**src/include/bsw_pkg.sv**
```systemverilog
// Package for the secondary status and memory window configuration block
package bsw_pkg;
  // ---------------------------------------------------------------
  // Configuration dword offsets
  // ---------------------------------------------------------------
  localparam logic [7:0] BSW_OFF_SEC_STATUS = 8'h1C;
  localparam logic [7:0] BSW_OFF_MEM_WINDOW = 8'h20;
  // ---------------------------------------------------------------
  // Secondary status field positions
  // ---------------------------------------------------------------
  localparam int BSW_BIT_HIGH_SPEED = 21;
  localparam int BSW_BIT_FAST_B2B = 23;
  localparam int BSW_BIT_DATA_PAR = 24;
  localparam int BSW_BIT_SPEED_LO = 25;
  localparam int BSW_BIT_SIG_TABORT = 27;
  localparam int BSW_BIT_RCV_TABORT = 28;
  localparam int BSW_BIT_RCV_MABORT = 29;
  localparam int BSW_BIT_RCV_SERR = 30;
  localparam int BSW_BIT_DET_PERR = 31;
  // ---------------------------------------------------------------
  // Constant fields and reset values
  // ---------------------------------------------------------------
  localparam logic [1:0] BSW_SELECT_RESPONSE_SPEED = 2'h1;
  localparam logic BSW_FAST_B2B_VAL = 1'b1;
  localparam logic [4:0] BSW_FLAGS_RESET = 5'h00;
  localparam logic [11:0] BSW_WINDOW_RESET = 12'h000;
  localparam logic [19:0] BSW_LIMIT_LOW_FILL = 20'hFFFFF;
  localparam logic [19:0] BSW_BASE_LOW_FILL = 20'h00000;
  // Field position of base [15:4] and limit [31:20] inside dword 0x20
  localparam int BSW_BASE_LSB = 4;
  localparam int BSW_LIMIT_LSB = 20;
endpackage

```
**src/rtl/bsw_regs.sv**
```systemverilog
// Secondary status half-word and non-prefetchable memory window registers
`timescale 1ns/1ps
// ---------------------------------------------------------------
// Contract
// - Writing one clears a status flag; writing zero leaves it alone.
// - Status bits 20:16 and 22 always read zero.
// - Status bit 21 follows the high-speed strap level.
// - Status bit 23 always reads one.
// - Bit 24 sets on secondary mastering parity error with response enable.
// - Status bits 26:25 read constant 01b.
// - Bit 27 sets when device signals target abort as secondary target.
// - Bit 28 sets when device as secondary master receives target abort.
// - Bit 29 sets when device-initiated secondary transaction master aborts.
// - Bit 30 sets when secondary system-error line is seen asserted.
// - Bit 31 sets on secondary address or data parity error, always.
// - Base bits 3:0 and limit bits 19:16 read zero.
// - Base bits 15:4 give window lower bound address bits 31:20.
// - Limit bits 31:20 give upper bound bits 31:20, low bits ones.
// - Base and limit decide memory forwarding at 1 MB granularity.
// - Status lives in upper half of dword 0x1C, upper byte enables.
// - Base lower half, limit upper half of dword 0x20, own enables.
// ---------------------------------------------------------------
module bsw_regs
  import bsw_pkg::*;
#(
  parameter int ADDR_W = 32
) (
  // Clock and reset
  input wire logic i_clk,
  input wire logic i_arst_n,
  // Configuration access, byte enables active low
  input wire logic i_cfg_wr,
  input wire logic i_cfg_rd,
  input wire logic [7:0] i_cfg_addr,
  input wire logic [3:0] i_primary_command_byte_enables_n,
  input wire logic [31:0] i_cfg_wdata,
  output logic [31:0] o_cfg_rdata,
  output logic o_cfg_hit,
  // Strap and bridge control
  input wire logic i_high_speed_strap,
  input wire logic i_parity_response_en,
  // Secondary bus events, one-cycle pulses
  input wire logic i_sec_master_active,
  input wire logic i_secondary_parity_error_line_n,
  input wire logic i_primary_parity_error,
  input wire logic i_sec_target_abort_sent,
  input wire logic i_sec_target_abort_rcvd,
  input wire logic i_sec_master_abort_rcvd,
  input wire logic i_secondary_system_error_line_n,
  input wire logic i_sec_parity_error,
  // Forwarding decision
  input wire logic [ADDR_W-1:0] i_fwd_addr,
  output logic o_fwd_in_window,
  output logic [ADDR_W-1:0] o_window_lo,
  output logic [ADDR_W-1:0] o_window_hi
);

  // ---------------------------------------------------------------
  // Access decode
  // ---------------------------------------------------------------
  function automatic logic lane_pair(input logic [3:0] be_n, input logic upper);
    lane_pair = upper ? (be_n[3:2] != 2'h3) : (be_n[1:0] != 2'h3);
  endfunction

  // Write one to clear: keep the bit unless a one is written
  function automatic logic [4:0] w1c(input logic [4:0] cur, input logic [4:0] wr);
    w1c = cur & ~wr;
  endfunction

  logic wr_status;
  logic wr_base;
  logic wr_limit;
  logic [4:0] err_flags;
  logic [11:0] mem_base;
  logic [11:0] mem_limit;
  logic strap_q;
  logic [4:0] next_err_flags;
  logic [4:0] set_ev;
  logic [4:0] clr_mask;
  logic [15:0] status_hw;
  logic [ADDR_W-1:0] lo_addr;
  logic [ADDR_W-1:0] hi_addr;

  assign wr_status = i_cfg_wr && (i_cfg_addr == BSW_OFF_SEC_STATUS)
                     && lane_pair(i_primary_command_byte_enables_n, 1'b1);
  assign wr_base = i_cfg_wr && (i_cfg_addr == BSW_OFF_MEM_WINDOW)
                   && lane_pair(i_primary_command_byte_enables_n, 1'b0);
  assign wr_limit = i_cfg_wr && (i_cfg_addr == BSW_OFF_MEM_WINDOW)
                    && lane_pair(i_primary_command_byte_enables_n, 1'b1);

  // ---------------------------------------------------------------
  // Status flags
  // ---------------------------------------------------------------
  always_comb begin
    // data parity gated by mastering and response enable
    set_ev[0] = i_sec_master_active && i_parity_response_en
                && (!i_secondary_parity_error_line_n || i_primary_parity_error);
    set_ev[1] = i_sec_target_abort_sent;
    set_ev[2] = i_sec_target_abort_rcvd;
    set_ev[3] = i_sec_master_abort_rcvd;
    set_ev[4] = !i_secondary_system_error_line_n;
    // Byte 3 lane holds bits 31:24; only its enable clears flags
    clr_mask = '0;
    if (wr_status && !i_primary_command_byte_enables_n[3]) begin
      clr_mask = {i_cfg_wdata[BSW_BIT_RCV_SERR], i_cfg_wdata[BSW_BIT_RCV_MABORT],
                  i_cfg_wdata[BSW_BIT_RCV_TABORT], i_cfg_wdata[BSW_BIT_SIG_TABORT],
                  i_cfg_wdata[BSW_BIT_DATA_PAR]};
    end
    // clear by one, a same-cycle event wins over the clear
    next_err_flags = w1c(err_flags, clr_mask) | set_ev;
  end

  logic det_perr;
  logic next_det_perr;
  always_comb begin
    next_det_perr = det_perr;
    // write one clears detected parity error
    if (wr_status && !i_primary_command_byte_enables_n[3] && i_cfg_wdata[BSW_BIT_DET_PERR]) begin
      next_det_perr = 1'b0;
    end
    if (i_sec_parity_error) begin
      next_det_perr = 1'b1;
    end
  end

  always_ff @(posedge i_clk or negedge i_arst_n) begin
    if (!i_arst_n) begin
      err_flags <= BSW_FLAGS_RESET;
      det_perr <= 1'b0;
    end else begin
      err_flags <= next_err_flags;
      det_perr <= next_det_perr;
    end
  end

  // Strap has no defined reset value; it is sampled every clock
  // strap level tracked
  always_ff @(posedge i_clk) begin
    strap_q <= i_high_speed_strap;
  end

  // ---------------------------------------------------------------
  // Memory window fields
  // ---------------------------------------------------------------
  // window fields clear on reset
  always_ff @(posedge i_clk or negedge i_arst_n) begin
    if (!i_arst_n) begin
      mem_base <= BSW_WINDOW_RESET;
      mem_limit <= BSW_WINDOW_RESET;
    end else begin
      // base field writable, byte lanes honoured
      if (wr_base) begin
        if (!i_primary_command_byte_enables_n[0]) begin
          mem_base[3:0] <= i_cfg_wdata[BSW_BASE_LSB +: 4];
        end
        if (!i_primary_command_byte_enables_n[1]) begin
          mem_base[11:4] <= i_cfg_wdata[BSW_BASE_LSB + 4 +: 8];
        end
      end
      // limit field writable, byte lanes honoured
      if (wr_limit) begin
        if (!i_primary_command_byte_enables_n[2]) begin
          mem_limit[3:0] <= i_cfg_wdata[BSW_LIMIT_LSB +: 4];
        end
        if (!i_primary_command_byte_enables_n[3]) begin
          mem_limit[11:4] <= i_cfg_wdata[BSW_LIMIT_LSB + 4 +: 8];
        end
      end
    end
  end

  // ---------------------------------------------------------------
  // Read data
  // ---------------------------------------------------------------
  always_comb begin
    // reserved bits stay zero by default
    status_hw = '0;
    status_hw[BSW_BIT_HIGH_SPEED - 16] = strap_q;
    status_hw[BSW_BIT_FAST_B2B - 16] = BSW_FAST_B2B_VAL;
    status_hw[BSW_BIT_SPEED_LO - 16 +: 2] = BSW_SELECT_RESPONSE_SPEED;
    status_hw[BSW_BIT_DATA_PAR - 16] = err_flags[0];
    status_hw[BSW_BIT_SIG_TABORT - 16] = err_flags[1];
    status_hw[BSW_BIT_RCV_TABORT - 16] = err_flags[2];
    status_hw[BSW_BIT_RCV_MABORT - 16] = err_flags[3];
    status_hw[BSW_BIT_RCV_SERR - 16] = err_flags[4];
    status_hw[BSW_BIT_DET_PERR - 16] = det_perr;
  end

  // Lower half of 0x1C belongs to the I/O window block and reads zero here
  always_ff @(posedge i_clk or negedge i_arst_n) begin
    if (!i_arst_n) begin
      o_cfg_rdata <= '0;
      o_cfg_hit <= 1'b0;
    end else begin
      o_cfg_hit <= i_cfg_rd && ((i_cfg_addr == BSW_OFF_SEC_STATUS)
                                || (i_cfg_addr == BSW_OFF_MEM_WINDOW));
      if (i_cfg_rd && (i_cfg_addr == BSW_OFF_SEC_STATUS)) begin
        o_cfg_rdata <= {status_hw, 16'h0000};
      end else if (i_cfg_rd && (i_cfg_addr == BSW_OFF_MEM_WINDOW)) begin
        o_cfg_rdata <= {mem_limit, 4'h0, mem_base, 4'h0};
      end else begin
        o_cfg_rdata <= '0;
      end
    end
  end

  // ---------------------------------------------------------------
  // Forwarding window
  // ---------------------------------------------------------------
  // lower bound, low bits zero
  assign lo_addr = ADDR_W'({mem_base, BSW_BASE_LOW_FILL});
  assign hi_addr = ADDR_W'({mem_limit, BSW_LIMIT_LOW_FILL});

  // Registered decision: one cycle from address to answer.
  // Until software programs the window (base 0, limit 0) the first 1 MB matches.
  // window decides forwarding
  always_ff @(posedge i_clk or negedge i_arst_n) begin
    if (!i_arst_n) begin
      o_fwd_in_window <= 1'b0;
      o_window_lo <= '0;
      o_window_hi <= '0;
    end else begin
      o_fwd_in_window <= (i_fwd_addr >= lo_addr) && (i_fwd_addr <= hi_addr);
      o_window_lo <= lo_addr;
      o_window_hi <= hi_addr;
    end
  end
endmodule

```
**config.mk**
```make
export PLATFORM = sky130hd
export DESIGN_NAME = bsw_regs
export DESIGN_NICKNAME = d
export VERILOG_FILES = /design/src/include/bsw_pkg.sv /design/src/rtl/bsw_regs.sv
export SDC_FILE = /design/constraint.sdc
export NUM_CORES = 1
export LEC_CHECK = 0
export BUFFER_PORTS_ARGS = -buffer_cell sky130_fd_sc_hd__clkbuf_2
export CELL_PAD_IN_SITES_DETAIL_PLACEMENT = 0
export CELL_PAD_IN_SITES_GLOBAL_PLACEMENT = 1
export CORE_ASPECT_RATIO = 0.5
export CORE_MARGIN = 2
export CORE_UTILIZATION = 34
export CTS_CLUSTER_DIAMETER = 50
export DETAILED_ROUTE_END_ITERATION = 12
export HOLD_SLACK_MARGIN = 0.06
export PLACE_DENSITY = 0.87
export SLEW_MARGIN = 0
export SYNTH_ARGS = -nofsm -noshare
export SYNTH_HDL_FRONTEND = slang
export SYNTH_SLANG_ARGS = --single-unit
```
**constraint.sdc**
```tcl
create_clock -name i_clk -period 2.05 [get_ports i_clk]
set_clock_uncertainty 0.2 [all_clocks]
set_input_delay 0.1025 -clock i_clk [delete_from_list [all_inputs] [get_ports i_clk]]
set_output_delay 0.1025 -clock i_clk [all_outputs]
set_load 0.05 [all_outputs]
```
Yosys cells after proc, flatten, opt, wreduce, memory -nomap -nowiden
Index checks and enable logic that the tools add are counted.
{ "word_totals": {"n_memories": 0, "ff_bits": 109, "latchBits": 0, "out_inout_bits": 98, "mem_bits_ro": 0, "mem_bits_rw": 0, "inputBits": 90} }
{ "op_classes": {"shift": 0, "n_div": 0, "n_addsub": 0, "n_mux": 5, "n_lt_le_gt_ge": 2, "n_bitwise": 7, "n_eq_ne": 4, "n_reduce_logical": 23, "n_mul": 0} }
{ "ops": {"columns": ["cell", "n"], "rows": [
  ["two-way mux 32 bit", 2],
  [">= comparator 32 bit", 1],
  ["<= comparator 32 bit", 1],
  ["logical AND 1 bit", 13],
  ["== test 8 x 5 -> 1 bit (second input constant)", 1],
  ["== test 8 x 6 -> 1 bit (second input constant)", 1],
  ["AND reduction 2 bit", 4],
  ["AND 5 bit", 1],
  ["two-way mux 5 bit", 1],
  ["inverter 5 bit", 1],
  ["OR 5 bit", 1],
  ["inequality test 2 bit (second input constant)", 2],
  ["inverter 1 bit", 4],
  ["zero test 1 bit", 3],
  ["logical OR 1 bit", 2],
  ["two-way mux 1 bit", 2],
  ["nonzero test 2 bit", 1]
]} }

Longest topological paths before layout
{ "depth": {"word_depth": 8, "depth_mapped": 7, "ltp_nobuf": 7} }

Least setup slack after synthesis
Ideal clock, no wire load.
{ "synth_path": {"kind": "in2reg", "start": "in i_cfg_addr[1]", "end": "reg mem_base[10]", "required_ns": 1.725, "t_arrival_ns": 1.758, "path_slack_ns": -0.033, "stages": 6, "cell_sequence": "or4_4 nor4_4 nand2_1 or2_1 buf_6 mux2_4"} }
{ "synth_via": {"elab_chain_len": 4} }
{ "synth_lines": {"columns": ["item", "line", "source"], "rows": [
  ["start: declaration", "bsw_regs.sv:34", "input wire logic [7:0] i_cfg_addr,"],
  ["== test 8 x 6 -> 1 bit", "bsw_regs.sv:86", "assign wr_base = i_cfg_wr && (i_cfg_addr == BSW_OFF_MEM_WINDOW)"],
  ["logical AND 1 bit", "bsw_regs.sv:86", null],
  ["logical AND 1 bit", "bsw_regs.sv:87", "&& lane_pair(i_primary_command_byte_enables_n, 1'b0);"],
  ["AND reduction 2 bit (no line)", null, null],
  ["end signal: assignment", "bsw_regs.sv:157", "mem_base[11:4] <= i_cfg_wdata[BSW_BASE_LSB + 4 +: 8];"],
  ["end: declaration", "bsw_regs.sv:74", "logic [11:0] mem_base;"]
]} }
Every way passes these cells.
A chain may end at the register's enable or synchronous reset.

Final worst setup path
{ "layout_path": {"start": "in i_cfg_addr[1]", "end": "reg mem_base[7]"} }
The elaborated chain is that of the path after synthesis.

==> results.yml <==
flow_run:
  cap_violations: 0
sta:
  slew_viol_final: 0
  setup_violations: 0
  max_freq_mhz: 534
  min_period_ps: 1870
  hold_violations: 0
  rsz0062_at_grt: "false"
  finalCritPeriodShare_pct: 91.4
power_and_ir_drop:
  seq_power_share_pct: 43.1
  powerDensity_nw_per_um2: 723
  switching_power_mw: 1.04
  swShare_pct: 26.9
  p_leak_nw: 2.86
  peakVddDrop_uv: 376
  comb_power_share_pct: 15.4
  p_int_mw: 2.83
  power.share.clock_pct: 41.5
  power_mw: 3.87
finish:
  fill_cells: 939
  n_antenna_cell: 0
  drive_gt1_share_pct: 38.8
  syn_to_final_growth_pct: 40.7
  final_common_cell: "clkbuf_2"
  utilization_pct: 49.0
  nets: 624
  postLayoutCellArea_um2: 5360
  final_cell_mix: "clkbuf_2, dfrtp_1, dlygate4sd3_1, conb_1, inv_1"
floorplanning:
  placementRows: 27
  io_pins: 188
  dieArea_um2: 12100
  initial_core_util_pct: 34.8
  dieWidth_um: 154
  chipHeight_um: 78.9
  fp.coreArea_um2: 10900
routing:
  wl_met2_mm: 4.91
  ant_nets: 0
  wl_met3_um: 479
  drt_iter0_markers: 124
  drc: 0
  m1WireLength_mm: 3.79
  viasPerCell: 4.55
  top_layer: "met4"
  drtPass1Iterations: 4
  wl_per_cell_um: 14.5
  drt-total-wl_mm: 9.57
  vias: 3006
synth:
  netlist_instances: 316
  netlist_area_um2: 3810
  seq_area_frac_synth_pct: 53.7
  synth_edf_count: 0
  avgSynthCellArea_um2: 12.1
  yosys.cell_types.count: 37
  yosys_warnings: 0
  synth.ff_latch_count: 82
  synth_ff_type: "dfrtp_1"
  ys_async_sr_fraction_pct: 98.8
critical_path:
  crit_arrival_ps: 1890
  path_class: "input pin to flip-flop"
  cp-start-kind: "input pin"
  crit_required_ps: 2060
  critPathMaxFanout: 8
  crit_path_end_kind: "flip-flop"
place:
  gp_congestion: 0.864
  place_area_um2: 4510
  hpwl_mm: 6.84
  port_buffers: 151
clock_tree:
  cts_tree: "done"
  path_clk_slew_ps: 60
  clkSinkCount: 82
  cts_max_level: 3
  cts_made_buffers: 9
  clock_latency_ps: 330
  clock_path_buffers: 2
  clockRootBuffer: "clkbuf_16"
min_path:
  hp-class: "input pin to flip-flop"
global_routing:
  grt_usage_pct: 15.6
  grt_pass1_wl_mm: 14.5
  grt_remaining_overflow: 0
  antenna_found_initial: 0
  grt_start_max_net_pins: 46
  grt_pass1_vias: 2955
status:
  status: "finished clean"
==> layout make-up <==
| class | count | area, um2 | share of cell area (%) |
|---|---|---|---|
| multi-input combinational | 181 | 1380 | 25.8 |
| clock buffer | 11 | 243 | 4.53 |
| clock inverter | 5 | 62.6 | 1.17 |
| tap | 145 | 181 | 3.39 |
| inverter | 26 | 97.6 | 1.82 |
| timing repair buffer | 210 | 1340 | 25.1 |
| sequential | 82 | 2050 | 38.2 |
==> logic make-up (layout without fill, tap and decap cells) <==
family	after synthesis	after routing	synth area share, %
AO/OA/AOI/OAI	32	32	5.81
buffers and inverters	80	252	12.8
adder cells (fa/ha/maj)	24	24	7.88
other	2	29	0.197
flip-flops	82	82	53.7
multiplexers	24	24	8.67
AND/OR/NAND/NOR	72	72	10.9
==> Yosys cell counts, types with 2 or more instances <==
| library cell | instances | share of area (%) |
|---|---|---|
| ha_1 | 24 | 7.9 |
| nand4_1 | 8 | 1.3 |
| a21oi_1 | 8 | 1.1 |
| inv_1 | 26 | 2.6 |
| nor2_1 | 9 | 0.89 |
| or2_1 | 3 | 0.49 |
| and3_1 | 15 | 2.5 |
| nand2b_1 | 2 | 0.33 |
| a22o_1 | 7 | 1.6 |
| buf_4 | 47 | 9.3 |
| a21o_1 | 6 | 1.2 |
| o21ai_0 | 5 | 0.66 |
| and2_1 | 2 | 0.33 |
| clkbuf_1 | 4 | 0.39 |
| mux2_4 | 16 | 6.3 |
| nand2_1 | 17 | 1.7 |
| conb_1 | 2 | 0.20 |
| nor4_1 | 5 | 0.82 |
| mux2_2 | 8 | 2.4 |
| dfrtp_1 | 81 | 53 |
| buf_2 | 2 | 0.26 |
| nor4b_1 | 2 | 0.46 |
| nand3_1 | 2 | 0.26 |
| a221oi_1 | 2 | 0.46 |
==> flip-flops by register name, indices dropped and copies added (netlist names) <==
signal           count
strap_q              1
o_cfg_rdata         24
o_fwd_in_window      1
mem_limit           12
o_window_hi         13
o_window_lo         12
o_cfg_hit            1
err_flags            5
det_perr             1
mem_base            12
==> stage by stage <==
stage / std cells / TNS (ps) / hold WS, ps / setup slack [ps]
2_1_floorplan: 343 / -358 / -393 / -32.6
4_1_cts: 658 / 0 / 86.5 / 101
5_1_grt: 660 / 0 / 122 / 42.4
6_report: 660 / 0 / 108 / 177
3_5_place_dp: 590 / -2180 / -104 / -171
3_3_place_gp: 590 / -1660 / -107 / -136
==> worst max-delay path: stages <==
cell,delay (ps)
clkbuf_2,80
or4_4,560
nor4_4,230
nand2_1,140
or2_1,410
mux2_4,370
==> timing repair <==
action	CTS	global route
endpoints found under the hold margin	117	0
buffers inserted	0	2
setup endpoints to repair	0	1
hold buffers	52	0
gates resized for setup	0	1
==> power groups by stage <==
stage / logic [mW] / clock network (mW) / registers (mW)
after floorplan: 0.339 / 0 / 1.75
after global routing: 0.640 / 1.70 / 1.67
after detailed placement: 0.512 / 0 / 1.70
after CTS: 0.589 / 1.64 / 1.67
after global placement: 0.506 / 0 / 1.70
final: 0.596 / 1.61 / 1.67
==> final timing paths <==
kind | from | depth (start not counted) | end | slack (ps)
hold / removal | i_cfg_wr | 4 | mem_limit[4] | 110
setup / recovery | i_cfg_addr[1] | 6 | mem_base[7] | 180
hold reg to reg | mem_limit[3] | 0 | o_window_hi[23] | 210
setup reg to reg | mem_base[3] | 7 | o_fwd_in_window | 200
max in group asynchronous | i_arst_n | 3 | o_window_hi[22] | 940
min in group asynchronous | i_arst_n | 2 | err_flags[2] | 120
==> layer usage <==
layer	up-vias	track usage, %
li1	1401	-
met1	1450	17.1
met2	121	27.9
met3	34	3.77
met4	0	9.54
met5	-	0
Note: power is estimated with default switching activity, not from simulation.
